===== src/fsal_cfg.svh =====
// fsal_cfg.svh: bit positions, timing and reset constants of the
// frequency status and alarm latch.
// assumes: included by its bare name from the package and the module.
//
// How it works
// - status bit 0 high while frequency refreshed
// - status bit 1 high while ratio refreshed
// - status bit 2 high while angle refreshed
// - status bit 5 set after one silent second
// - status bit 6 when frequency below sampling rate
// - too slow keeps frequency delivered and valid
// - status bit 7 at 80 percent of bandwidth
// - bandwidth follows the configured input filter
// - alarms stay latched until software clears them
// - alarm bit 4 latches the halted input
// - alarm bit 5 latches the too slow input
// - alarm bit 6 latches the too fast input
// - alarm bit 7 latches frequency below limits
// - alarm bit 8 latches frequency inside window
// - alarm bit 9 latches frequency above limits
// - command bit 6 clears and disables all alarms
// - command bits 7 to 12 clear single alarms
// - alarm changes flagged on both edges
`ifndef FSAL_CFG_SVH
`define FSAL_CFG_SVH

// ******************************************************
// status word bits
// ******************************************************
`define FSAL_ST_FREQ_VALID  0
`define FSAL_ST_RATIO_VALID 1
`define FSAL_ST_ANGLE_VALID 2
`define FSAL_ST_HALTED      5
`define FSAL_ST_TOO_SLOW    6
`define FSAL_ST_TOO_FAST    7

// ******************************************************
// alarm bits and clear command bits
// ******************************************************
`define FSAL_ALARM_LSB      4
`define FSAL_ALARM_COUNT    6
`define FSAL_CLR_ALL        6
`define FSAL_CLR_LSB        7
`define FSAL_WORD_RESET     16'h0000

// ******************************************************
// timing
// ******************************************************
`define FSAL_CORE_CLK_HZ    64'd25000000
`define FSAL_HALT_TIME_MS   64'd1000
`define FSAL_HALT_CYCLES    ((`FSAL_HALT_TIME_MS * `FSAL_CORE_CLK_HZ) / 64'd1000)
`define FSAL_REFRESH_CYCLES `FSAL_HALT_CYCLES
`define FSAL_FAST_PERCENT   80

// ******************************************************
// bandwidth of each input filter setting, in Hz
// ******************************************************
`define FSAL_FILTER_BW0_HZ  32'h000F4240
`define FSAL_FILTER_BW1_HZ  32'h00009C40
`define FSAL_FILTER_BW2_HZ  32'h00001388
`define FSAL_FILTER_BW3_HZ  32'h000003E8

`endif


===== src/fsal_pkg.sv =====
// fsal_pkg.sv: types shared by the frequency status and alarm latch.
// assumes: fsal_cfg.svh is on the include path.
`include "fsal_cfg.svh"

package fsal_pkg;

	typedef logic [15:0] fsal_word_t;
	typedef logic [31:0] fsal_freq_t;
	typedef logic [1:0]  fsal_filter_t;

	typedef enum logic [1:0] {
		FSAL_CMP_NONE   = 2'b00,
		FSAL_CMP_BELOW  = 2'b01,
		FSAL_CMP_WINDOW = 2'b10,
		FSAL_CMP_ABOVE  = 2'b11
	} fsal_cmp_t;

endpackage : fsal_pkg


===== src/fsal_top.sv =====
// fsal_top.sv: validity status, limit detection and latched alarms
// for one frequency measurement channel.
// assumes: result strobes and values come synchronous to core_clk from
// the measurement engine; the host reads the words and writes the
// clear commands once per task cycle.
`timescale 1ns/10ps
`default_nettype none
`include "fsal_cfg.svh"

module fsal_top #(
	parameter longint unsigned HALT_CYCLES    = `FSAL_HALT_CYCLES,
	parameter longint unsigned REFRESH_CYCLES = `FSAL_REFRESH_CYCLES
) (
	input  wire logic                 core_clk,
	input  wire logic                 rstn,
	input  wire logic                 input_edge,
	input  wire logic                 freq_result_strobe,
	input  wire fsal_pkg::fsal_freq_t freq_value,
	input  wire logic                 ratio_result_strobe,
	input  wire logic                 angle_result_strobe,
	input  wire fsal_pkg::fsal_freq_t sample_rate_hz,
	input  wire fsal_pkg::fsal_filter_t filter_sel,
	input  wire fsal_pkg::fsal_freq_t low_limit,
	input  wire fsal_pkg::fsal_freq_t high_limit,
	input  wire fsal_pkg::fsal_word_t alarm_clear_commands,
	output var  fsal_pkg::fsal_word_t measurement_status_word,
	output var  fsal_pkg::fsal_word_t alarm_input_bits,
	output var  fsal_pkg::fsal_word_t alarm_change
);
	import fsal_pkg::*;

	localparam int NA = `FSAL_ALARM_COUNT;
	localparam logic [31:0] HALT_LIM = 32'(HALT_CYCLES);
	localparam logic [31:0] REFR_LIM = 32'(REFRESH_CYCLES);

	// ******************************************************
	// halted input detection
	// ******************************************************
	logic [31:0] halt_cnt;
	logic [31:0] next_halt_cnt;
	logic        halted;

	always_comb begin
		if (input_edge) begin
			next_halt_cnt = 32'h00000000;
		end else if (halt_cnt == HALT_LIM) begin
			next_halt_cnt = halt_cnt;
		end else begin
			next_halt_cnt = halt_cnt + 32'h00000001;
		end
	end

	always_ff @(posedge core_clk or negedge rstn) begin
		if (!rstn) begin
			halt_cnt <= 32'h00000000;
		end else begin
			halt_cnt <= next_halt_cnt;
		end
	end

	// counter saturates, so silence of any length stays halted
	assign halted = (halt_cnt == HALT_LIM);

	// ******************************************************
	// refresh watchdogs: 0 frequency, 1 ratio, 2 angle
	// ******************************************************
	logic [2:0]  res_strobe;
	logic        valid [3];
	logic        next_valid [3];
	logic [31:0] wd_cnt [3];
	logic [31:0] next_wd_cnt [3];

	assign res_strobe = {angle_result_strobe, ratio_result_strobe,
		freq_result_strobe};

	for (genvar i = 0; i < 3; i++) begin : g_wd
		always_comb begin
			next_wd_cnt[i] = wd_cnt[i];
			next_valid[i]  = valid[i];
			if (res_strobe[i]) begin
				next_wd_cnt[i] = 32'h00000000;
				next_valid[i]  = 1'b1;
			end else if (wd_cnt[i] == REFR_LIM) begin
				next_valid[i]  = 1'b0;
			end else begin
				next_wd_cnt[i] = wd_cnt[i] + 32'h00000001;
			end
			// a stopped input ends frequency validity, too slow does not
			if (i == 0 && halted && !res_strobe[i]) begin
				next_valid[i] = 1'b0;
			end
		end

		always_ff @(posedge core_clk or negedge rstn) begin
			if (!rstn) begin
				wd_cnt[i] <= 32'h00000000;
				valid[i]  <= 1'b0;
			end else begin
				wd_cnt[i] <= next_wd_cnt[i];
				valid[i]  <= next_valid[i];
			end
		end
	end

	// ******************************************************
	// limit checks on each frequency result
	// ******************************************************
	logic [31:0] bw_hz;
	logic [38:0] freq_x100;
	logic [38:0] bw_x80;
	logic        slow_now;
	logic        fast_now;
	logic        too_slow;
	logic        too_fast;
	logic        next_too_slow;
	logic        next_too_fast;

	always_comb begin
		unique case (filter_sel)
			2'h0:    bw_hz = `FSAL_FILTER_BW0_HZ;
			2'h1:    bw_hz = `FSAL_FILTER_BW1_HZ;
			2'h2:    bw_hz = `FSAL_FILTER_BW2_HZ;
			2'h3:    bw_hz = `FSAL_FILTER_BW3_HZ;
		endcase
	end

	// percentages compared as products, no divider needed
	// full 39 bits, a large frequency must not wrap below the bound
	assign freq_x100 = 39'(freq_value) * 39'd100;
	assign bw_x80    = 39'(bw_hz) * 39'(`FSAL_FAST_PERCENT);
	assign slow_now  = (freq_value < sample_rate_hz);
	assign fast_now  = (freq_x100 >= bw_x80);

	always_comb begin
		next_too_slow = too_slow;
		next_too_fast = too_fast;
		if (freq_result_strobe) begin
			next_too_slow = slow_now;
			next_too_fast = fast_now;
		end
	end

	always_ff @(posedge core_clk or negedge rstn) begin
		if (!rstn) begin
			too_slow <= 1'b0;
			too_fast <= 1'b0;
		end else begin
			too_slow <= next_too_slow;
			too_fast <= next_too_fast;
		end
	end

	// ******************************************************
	// compare function against configured limits
	// ******************************************************
	fsal_cmp_t cmp_state;
	fsal_cmp_t next_cmp_state;
	fsal_cmp_t cmp_now;

	// below is checked first, so crossed limits still give one answer
	always_comb begin
		if (freq_value < low_limit) begin
			cmp_now = FSAL_CMP_BELOW;
		end else if (freq_value > high_limit) begin
			cmp_now = FSAL_CMP_ABOVE;
		end else begin
			cmp_now = FSAL_CMP_WINDOW;
		end
		next_cmp_state = freq_result_strobe ? cmp_now : cmp_state;
	end

	always_ff @(posedge core_clk or negedge rstn) begin
		if (!rstn) begin
			cmp_state <= FSAL_CMP_NONE;
		end else begin
			cmp_state <= next_cmp_state;
		end
	end

	// ******************************************************
	// alarm latches
	// ******************************************************
	logic [NA-1:0] alarm_event;
	logic [NA-1:0] alarm_clr;
	logic [NA-1:0] alarm_latch;
	logic [NA-1:0] next_alarm_latch;
	logic          cmp_below;
	logic          cmp_window;
	logic          cmp_above;

	always_comb begin
		cmp_below  = 1'b0;
		cmp_window = 1'b0;
		cmp_above  = 1'b0;
		unique case (cmp_state)
			FSAL_CMP_NONE:   cmp_below  = 1'b0;
			FSAL_CMP_BELOW:  cmp_below  = 1'b1;
			FSAL_CMP_WINDOW: cmp_window = 1'b1;
			FSAL_CMP_ABOVE:  cmp_above  = 1'b1;
		endcase
	end

	assign alarm_event = {cmp_above, cmp_window, cmp_below,
		too_fast, too_slow, halted};
	assign alarm_clr = alarm_clear_commands[`FSAL_CLR_LSB +: NA]
		| {NA{alarm_clear_commands[`FSAL_CLR_ALL]}};

	// a held clear both empties and disables; release re-arms
	always_comb begin
		next_alarm_latch = (alarm_latch | alarm_event) & ~alarm_clr;
	end

	always_ff @(posedge core_clk or negedge rstn) begin
		if (!rstn) begin
			alarm_latch <= '0;
		end else begin
			alarm_latch <= next_alarm_latch;
		end
	end

	// ******************************************************
	// host visible words
	// ******************************************************
	fsal_word_t next_status;
	fsal_word_t next_alarm_word;
	fsal_word_t next_change;

	always_comb begin
		next_status = `FSAL_WORD_RESET;
		next_status[`FSAL_ST_FREQ_VALID]  = valid[0];
		next_status[`FSAL_ST_RATIO_VALID] = valid[1];
		next_status[`FSAL_ST_ANGLE_VALID] = valid[2];
		next_status[`FSAL_ST_HALTED]      = halted;
		next_status[`FSAL_ST_TOO_SLOW]    = too_slow;
		next_status[`FSAL_ST_TOO_FAST]    = too_fast;
		next_alarm_word = `FSAL_WORD_RESET;
		next_alarm_word[`FSAL_ALARM_LSB +: NA] = next_alarm_latch;
		// either edge of any alarm bit marks an event
		next_change = next_alarm_word ^ alarm_input_bits;
	end

	always_ff @(posedge core_clk or negedge rstn) begin
		if (!rstn) begin
			measurement_status_word <= `FSAL_WORD_RESET;
			alarm_input_bits        <= `FSAL_WORD_RESET;
			alarm_change            <= `FSAL_WORD_RESET;
		end else begin
			measurement_status_word <= next_status;
			alarm_input_bits        <= next_alarm_word;
			alarm_change            <= next_change;
		end
	end
endmodule : fsal_top
`default_nettype wire


===== config.mk =====
export PLATFORM = sky130hd
export DESIGN_NAME = fsal_top
export DESIGN_NICKNAME = d
export VERILOG_FILES = /design/src/fsal_pkg.sv /design/src/fsal_top.sv
export VERILOG_INCLUDE_DIRS = /design/src /design/src/src
export SDC_FILE = /design/constraint.sdc
export NUM_CORES = 1
export LEC_CHECK = 0
export BUFFER_PORTS_ARGS = -buffer_cell sky130_fd_sc_hd__buf_2
export CORE_ASPECT_RATIO = 1.1
export CORE_MARGIN = 2
export CORE_UTILIZATION = 28
export DETAILED_ROUTE_END_ITERATION = 8
export GPL_TIMING_DRIVEN = 1
export PLACE_DENSITY = 0.42
export SETUP_SLACK_MARGIN = 0.5
export SYNTH_ARGS = -nofsm -noshare
export SYNTH_HDL_FRONTEND = slang
export SYNTH_SLANG_ARGS = --single-unit

===== constraint.sdc =====
create_clock -name core_clk -period 2.6 [get_ports core_clk]
set_clock_uncertainty 0.05 [all_clocks]
set_input_delay 0.39 -clock core_clk [delete_from_list [all_inputs] [get_ports core_clk]]
set_output_delay 0.39 -clock core_clk [all_outputs]
set_load 0.02 [all_outputs]

# Yosys cells after proc, flatten, opt, wreduce, memory -nomap -nowiden
# Cells that the tools add are included.
# word_totals
output_inout_bits,48
elab_cells,69
input_bits,152
reg_bits,157
# op_classes
n_lt_le_gt_ge,4
addsub,4
mul,2
reduce_logical,6
muxes,21
eq_ne,14
bitwise_logic,5
# op_table
operator,count
32-bit two-way mux,8
"32-bit by 1-bit adder with 32-bit output, second input constant",4
"32-bit by 25-bit equality test with 1-bit output, second input constant",4
32-bit one-hot mux with 4 select lines,1
32-bit less-than comparator,2
39-bit greater-or-equal comparator,1
"32-bit by 5-bit multiplier with 37-bit output, second input constant",1
"32-bit by 3-bit multiplier with 35-bit output, second input constant",1
32-bit greater-than comparator,1
6-bit bitwise OR,2
1-bit two-way mux,11
10-bit bitwise XOR,1
"2-bit equality test, second input constant",4
"2-bit inequality test, second input constant",4
6-bit AND,1
6-bit inverter,1
"2-bit by 1-bit equality test with 1-bit output, second input constant",2
2-bit nonzero test,2
3-bit nonzero test,1
2-bit zero test,1
2-bit two-way mux,1
1-bit logical AND,1
1-bit zero test,1

# Depth between registers and ports, before layout
# logic_depth
depth_word,5
ltp_mapped,23
depth_no_buf,22

# Least setup slack after synthesis
# Ideal clock, no wire load.
# synth_timing
path_kind,input port to flip-flop
start,in freq_value[2]
end,reg too_fast
slack_ps,-2353
n_path_buf,0
arrival_ps,4776
required_ps,2424
cell_stages,20
cell_sequence,ha_1 > ha_1 > fa_1 > ha_1 > a211oi_1 > o21ai_1 > a2111oi_4 > o21ai_2 > a211o_1 > xor2_1 > ha_1 > a21oi_1 > nor2b_1 > a2111oi_0 > o311ai_0 > nor4_1 > and4_1 > nand4_1 > nor4_2 > a21oi_1
# synth_between
elab_chain_cells,2
# synth_rtl
element,line,text
start: declaration,fsal_top.sv:18,"input wire fsal_pkg::fsal_freq_t freq_value,"
32-bit by 5-bit multiplier with 37-bit output,fsal_top.sv:129,assign freq_x100 = 39'(freq_value) * 39'd100;
39-bit greater-or-equal comparator,fsal_top.sv:132,assign fast_now = (freq_x100 >= bw_x80);
end signal: assignment,fsal_top.sv:149,too_fast <= next_too_fast;
end: declaration,fsal_top.sv:114,logic too_fast;
# No other way between the ends.
# A chain may end at the register's enable or synchronous reset.

# Worst setup path in the final report
# Ends and elaborated chain as after synthesis.

==> summary by stage <==
Min path
In this run the worst hold path is classified as in2reg. The hold-critical path endpoint is alarm_input_bits[9]$_DFF_PN0_. Counting instances, the worst hold path has a depth of 2. The source of the worst hold timing path is alarm_clear_commands[12].

GRT
Across every metal layer, demand over resource in global routing totals 0.155. The initial antenna violation count is 2. The first global-routing pass estimated 64300 um of wire. Entering global routing, the biggest net connects 46 pins. The leftover overflow at the end of global routing is 0. The number of global-route vias before repair was 12800.

Final layout
The total area of multi-input combinational cells is 9780 um2. The area occupied by registers is 3840 um2. The finished layout holds 2703 standard cells, fillers aside. At the end of the flow, the number of nets in the layout was 2446. The area growth from synthesis to layout is 35.1%. The fraction of final layout cells with drive strength greater than 1 is 0.291.

The number of inserted filler cells in the final layout is 5061.

Job
The max-capacitance violation count is 0.

Critical path
The type of element capturing the critical path is a flip-flop. Walking the worst path, the cells encountered are buf_2 > ha_1 > ha_1 > fa_1 > ha_4 > a211oi_2 > o21ai_2 > a2111oi_4 > o21ai_2 > a211o_1 > xor2_1 > ha_1 > a21oi_2 > nor2b_1 > a2111oi_2 > o311ai_1 > nor4_1 > and4_1 > nand4_1 > nor4_2 > a21oi_1. The largest fanout of any net on the critical path is 3.

In this design, the stage delay of the slowest critical-path cell is 560 ps. At the worst endpoint, the required time is 2870 ps. The arrival time reported for the critical path endpoint is 5040 ps. The start of the worst register-to-register path is wd_cnt[7]$_DFFE_PN0P_. For flop-to-flop paths, the worst setup slack is 450 ps.

The cell that appears most often on the critical path is sky130_fd_sc_hd__ha_1. Measured in cells, the most critical reg-to-reg path has a length of 8. The worst setup path is of the in2reg kind.

The worst reg2reg path endpoint is wd_cnt[29]$_DFFE_PN0P_. The worst setup path is launched from a primary input. The slowest stage of the critical path belongs to the cell sky130_fd_sc_hd__fa_1.

STA
The max-slew violation count is 0. The pin slew with the least headroom to its limit is 650 ps. The period utilization is 1.84.

Setup repair after global routing could not meet its margin everywhere. Headroom to the max-slew limit came out at 0.566. Based on the critical path, the design can be clocked at up to 209 MHz. Setup violations remaining at the end of the flow were counted as 1. Setup slack on the critical path of the routed design comes to -2180 ps. The number of endpoints with negative hold slack in the final report was 0. The worst path in the final design needs a cycle of 4780 ps, including I/O delays and setup.

Clock tree
The TritonCTS clock tree is yes. The insertion delay of the later-clocked pin in the worst-skew pair is 440 ps. The root buffer cell chosen for the clock tree is sky130_fd_sc_hd__clkbuf_16. Counting the buffers created by CTS gives 17. The maximum clock insertion buffer count is 2. CTS built an H-tree with a depth of 4. The clock-pin slew on the worst setup and hold paths is 60 ps. The clock net in this run drives a total of 153 sinks.

Logic synthesis
Of the total synthesized cell area, the portion taken by AND, OR, NAND and NOR gates is 0.191. The mean cell area of the mapped netlist is 8.62 um2. The xor/xnor cell area share of the yosys netlist is 0.0798. For this run, the leading register cell type out of synthesis is sky130_fd_sc_hd__dfrtp_1. For this run, the number of Yosys warnings is 0.

The netlist uses 70 different library cells. After synthesis, the largest family of logic cells by area is adder cells. The number of enable-type register cells in the synthesized netlist is 0.

The register area share after synthesis is 0.275. In this run, synthesis produced a sequential element count of 153. The total standard cell area after synthesis is 13900 um2. The complex-gate fraction of the synthesized area is 0.119. Counting flops with an async set or reset pin after synthesis yields a share of 1.00.

Of the total synthesized cell area, the portion taken by full adders, half adders and majority gates is 0.246. The count of mapped cells out of synthesis is 1617. After synthesis, the share of cell area in mux cells is 0.00601.

Drt
The DRC violations left is 0. For this block, the initial DRC count from the detailed router was 396. The via-per-instance ratio is 4.59. The aggregate routed wire length is 39500 um. The detailed router placed 12400 vias in this run. The detailed-router iteration count before antenna repair is 4. The number of nets with antenna violations after detailed routing is 0. After detailed routing, the average wire length per cell comes to 14.6 um.

Placed design
The placed wire-length estimate is 32200 um. The number of port buffers is 160. The pre-CTS setup slack is -2730 ps. The congestion estimate from routability-driven global placement came to 0.848.

Counting tap cells, the placed design contains a total of 2622 instances.

Floorplanning
From left edge to right edge, the die measures 217 um. The height of the chip is 238 um. After floorplanning, the core was sized to cover 49000 um2. The effective utilization at floorplan is 0.284. The area of the die is 51600 um2.

The total I/O pin count is 200. The row count is 85.

Run status
The run finished, with violations left. The checks that failed: negative setup slack.

Power and ir drop
The power density over the cells is 495 nW/um2. Summed over all cells, the static leakage comes to 0.00954 uW. The peak ir drop on the vdd network is 0.000469 V.
[critical path, delay by kind of cell]
family                     cells  cell delay (ps)
buffers and inverters          1              120
adders and majority gates      5             1700
and+or+nand+nor                5              860
xor gates and xnor gates       1              150
AOI/OAI and AO/OA              9             1830
[registers in the layout (all words and copies together) (netlist names)]
register / cells
alarm_change: 6
alarm_input_bits: 6
cmp_state: 2
halt_cnt: 32
measurement_status_word: 6
next_status: 3
too_fast: 1
too_slow: 1
wd_cnt: 96
[stage by stage]
step	hold slack (ps)	util	area [um2]	setup TNS, ps	total power (uW)
after global routing	64.0	0.384	18800	-2440	10100
after global placement	295	0.350	17100	-3780	6640
after floorplan	44.4	-	14200	-2240	4830
after CTS	52.1	0.374	18300	-2130	9410
final	79.8	0.384	18800	-2180	9330
after detailed placement	290	0.350	17100	-3970	6640
[power by group]
group / switching [uW] / internal (uW)
clock: 1020 / 1560
combinational: 2170 / 2120
sequential: 34.1 / 2420
total: 3230 / 6100
[worst max-delay path by stage]
stage,from,to,slack (ps),cells after the start
global route,freq_value[3],too_fast$_DFFE_PN0P_,-2440,21
global placement,freq_value[2],too_fast$_DFFE_PN0P_,-2550,21
finish,freq_value[2],too_fast$_DFFE_PN0P_,-2180,21
floorplan,freq_value[2],too_fast$_DFFE_PN0P_,-2240,20
CTS,freq_value[2],too_fast$_DFFE_PN0P_,-2130,21
detailed placement,freq_value[1],too_fast$_DFFE_PN0P_,-2730,21
[cell families (layout without fill, tap and decap cells)]
group	count (synthesis)	in the layout
AOI/OAI and AO/OA	262	262
adders and majority gates	258	258
buffers and inverters	282	685
and+or+nand+nor	526	526
DFF	153	153
muxes	8	8
other	1	32
xor gates and xnor gates	127	127
[layer usage]
layer | vias up | track usage | routed length [um]
met3 | 49 | 0.0173 | 835
met2 | 130 | 0.283 | 20500
met1 | 5910 | 0.188 | 17200
met5 | - | 0 | 0
met4 | 0 | 0.0513 | 952
li1 | 6324 | - | -
[area by class of cell]
type,count,area share
repair buffers,429,0.156
clock inverters,11,0.00771
clock buffers,21,0.0244
inverters,224,0.0454
well taps,652,0.0433
flip-flops and latches,153,0.204
multi-input cells,1211,0.519
diodes,2,0.000266
[cell usage after synthesis (all sizes together), types with 4 or more instances]
master	instances	area [um2]
ha	231	2890
inv	224	841
and2	6	37.5
and4	8	70.1
nor4b	11	96.3
clkbuf	27	101
nor4	14	93.8
xor2	79	692
buf	31	229
o21ai	65	329
mux2i	5	50.1
nand2	86	323
xnor2	48	420
or2	7	43.8
a31oi	4	25.0
a211oi	7	65.1
a21o	52	390
nand4	53	332
nand2b	8	50.1
and3	26	163
nor2	161	607
a21boi	5	37.5
nor2b	12	75.1
nand3	67	340
dfrtp	153	3830
a21oi	91	455
nor3	25	125
o21a	6	45.0
or3	24	150
a2111oi	6	72.6
o211ai	4	35.0
fa	27	541
[what timing repair did]
| action | in CTS | in global routing |
|---|---|---|
| endpoints found under the setup margin | 46 | 48 |
| gates resized for setup | 78 | 91 |
| gates cloned | 0 | 0 |
| pin swaps | 37 | 58 |
| buffers inserted | 26 | 20 |
| hold buffers | 1 | 0 |
| hold endpoints to repair | 34 | 0 |
[cell usage in the layout, fill, tap and decap left out, types with 5 or more instances in the layout]
master,n
sky130_fd_sc_hd__a211oi_1,5
sky130_fd_sc_hd__or3_1,23
sky130_fd_sc_hd__and3_4,7
sky130_fd_sc_hd__a21boi_0,5
sky130_fd_sc_hd__inv_1,220
sky130_fd_sc_hd__buf_2,154
sky130_fd_sc_hd__nand4_1,53
sky130_fd_sc_hd__dfrtp_2,7
sky130_fd_sc_hd__conb_1,30
sky130_fd_sc_hd__fa_1,27
sky130_fd_sc_hd__nand2b_1,8
sky130_fd_sc_hd__o21ai_2,6
sky130_fd_sc_hd__nand3_1,58
sky130_fd_sc_hd__dfrtp_1,146
sky130_fd_sc_hd__nand3_2,7
sky130_fd_sc_hd__nor2b_1,10
sky130_fd_sc_hd__mux2i_1,5
sky130_fd_sc_hd__and4_1,8
sky130_fd_sc_hd__ha_4,15
sky130_fd_sc_hd__o21ai_0,53
sky130_fd_sc_hd__o21ai_1,6
sky130_fd_sc_hd__ha_1,213
sky130_fd_sc_hd__nor3_1,21
sky130_fd_sc_hd__a21oi_2,16
sky130_fd_sc_hd__nor4b_1,6
sky130_fd_sc_hd__nor2_1,145
sky130_fd_sc_hd__clkbuf_16,17
sky130_fd_sc_hd__nor2_4,8
sky130_fd_sc_hd__nor4_1,10
sky130_fd_sc_hd__buf_4,256
sky130_fd_sc_hd__and3_1,19
sky130_fd_sc_hd__nand2_1,79
sky130_fd_sc_hd__a21o_1,52
sky130_fd_sc_hd__buf_6,13
sky130_fd_sc_hd__xor2_1,79
sky130_fd_sc_hd__xnor2_1,47
sky130_fd_sc_hd__or2_2,5
sky130_fd_sc_hd__o21a_1,6
sky130_fd_sc_hd__a21oi_1,73
sky130_fd_sc_hd__nor2_2,8
Note: power is estimated with default switching activity, not from simulation.
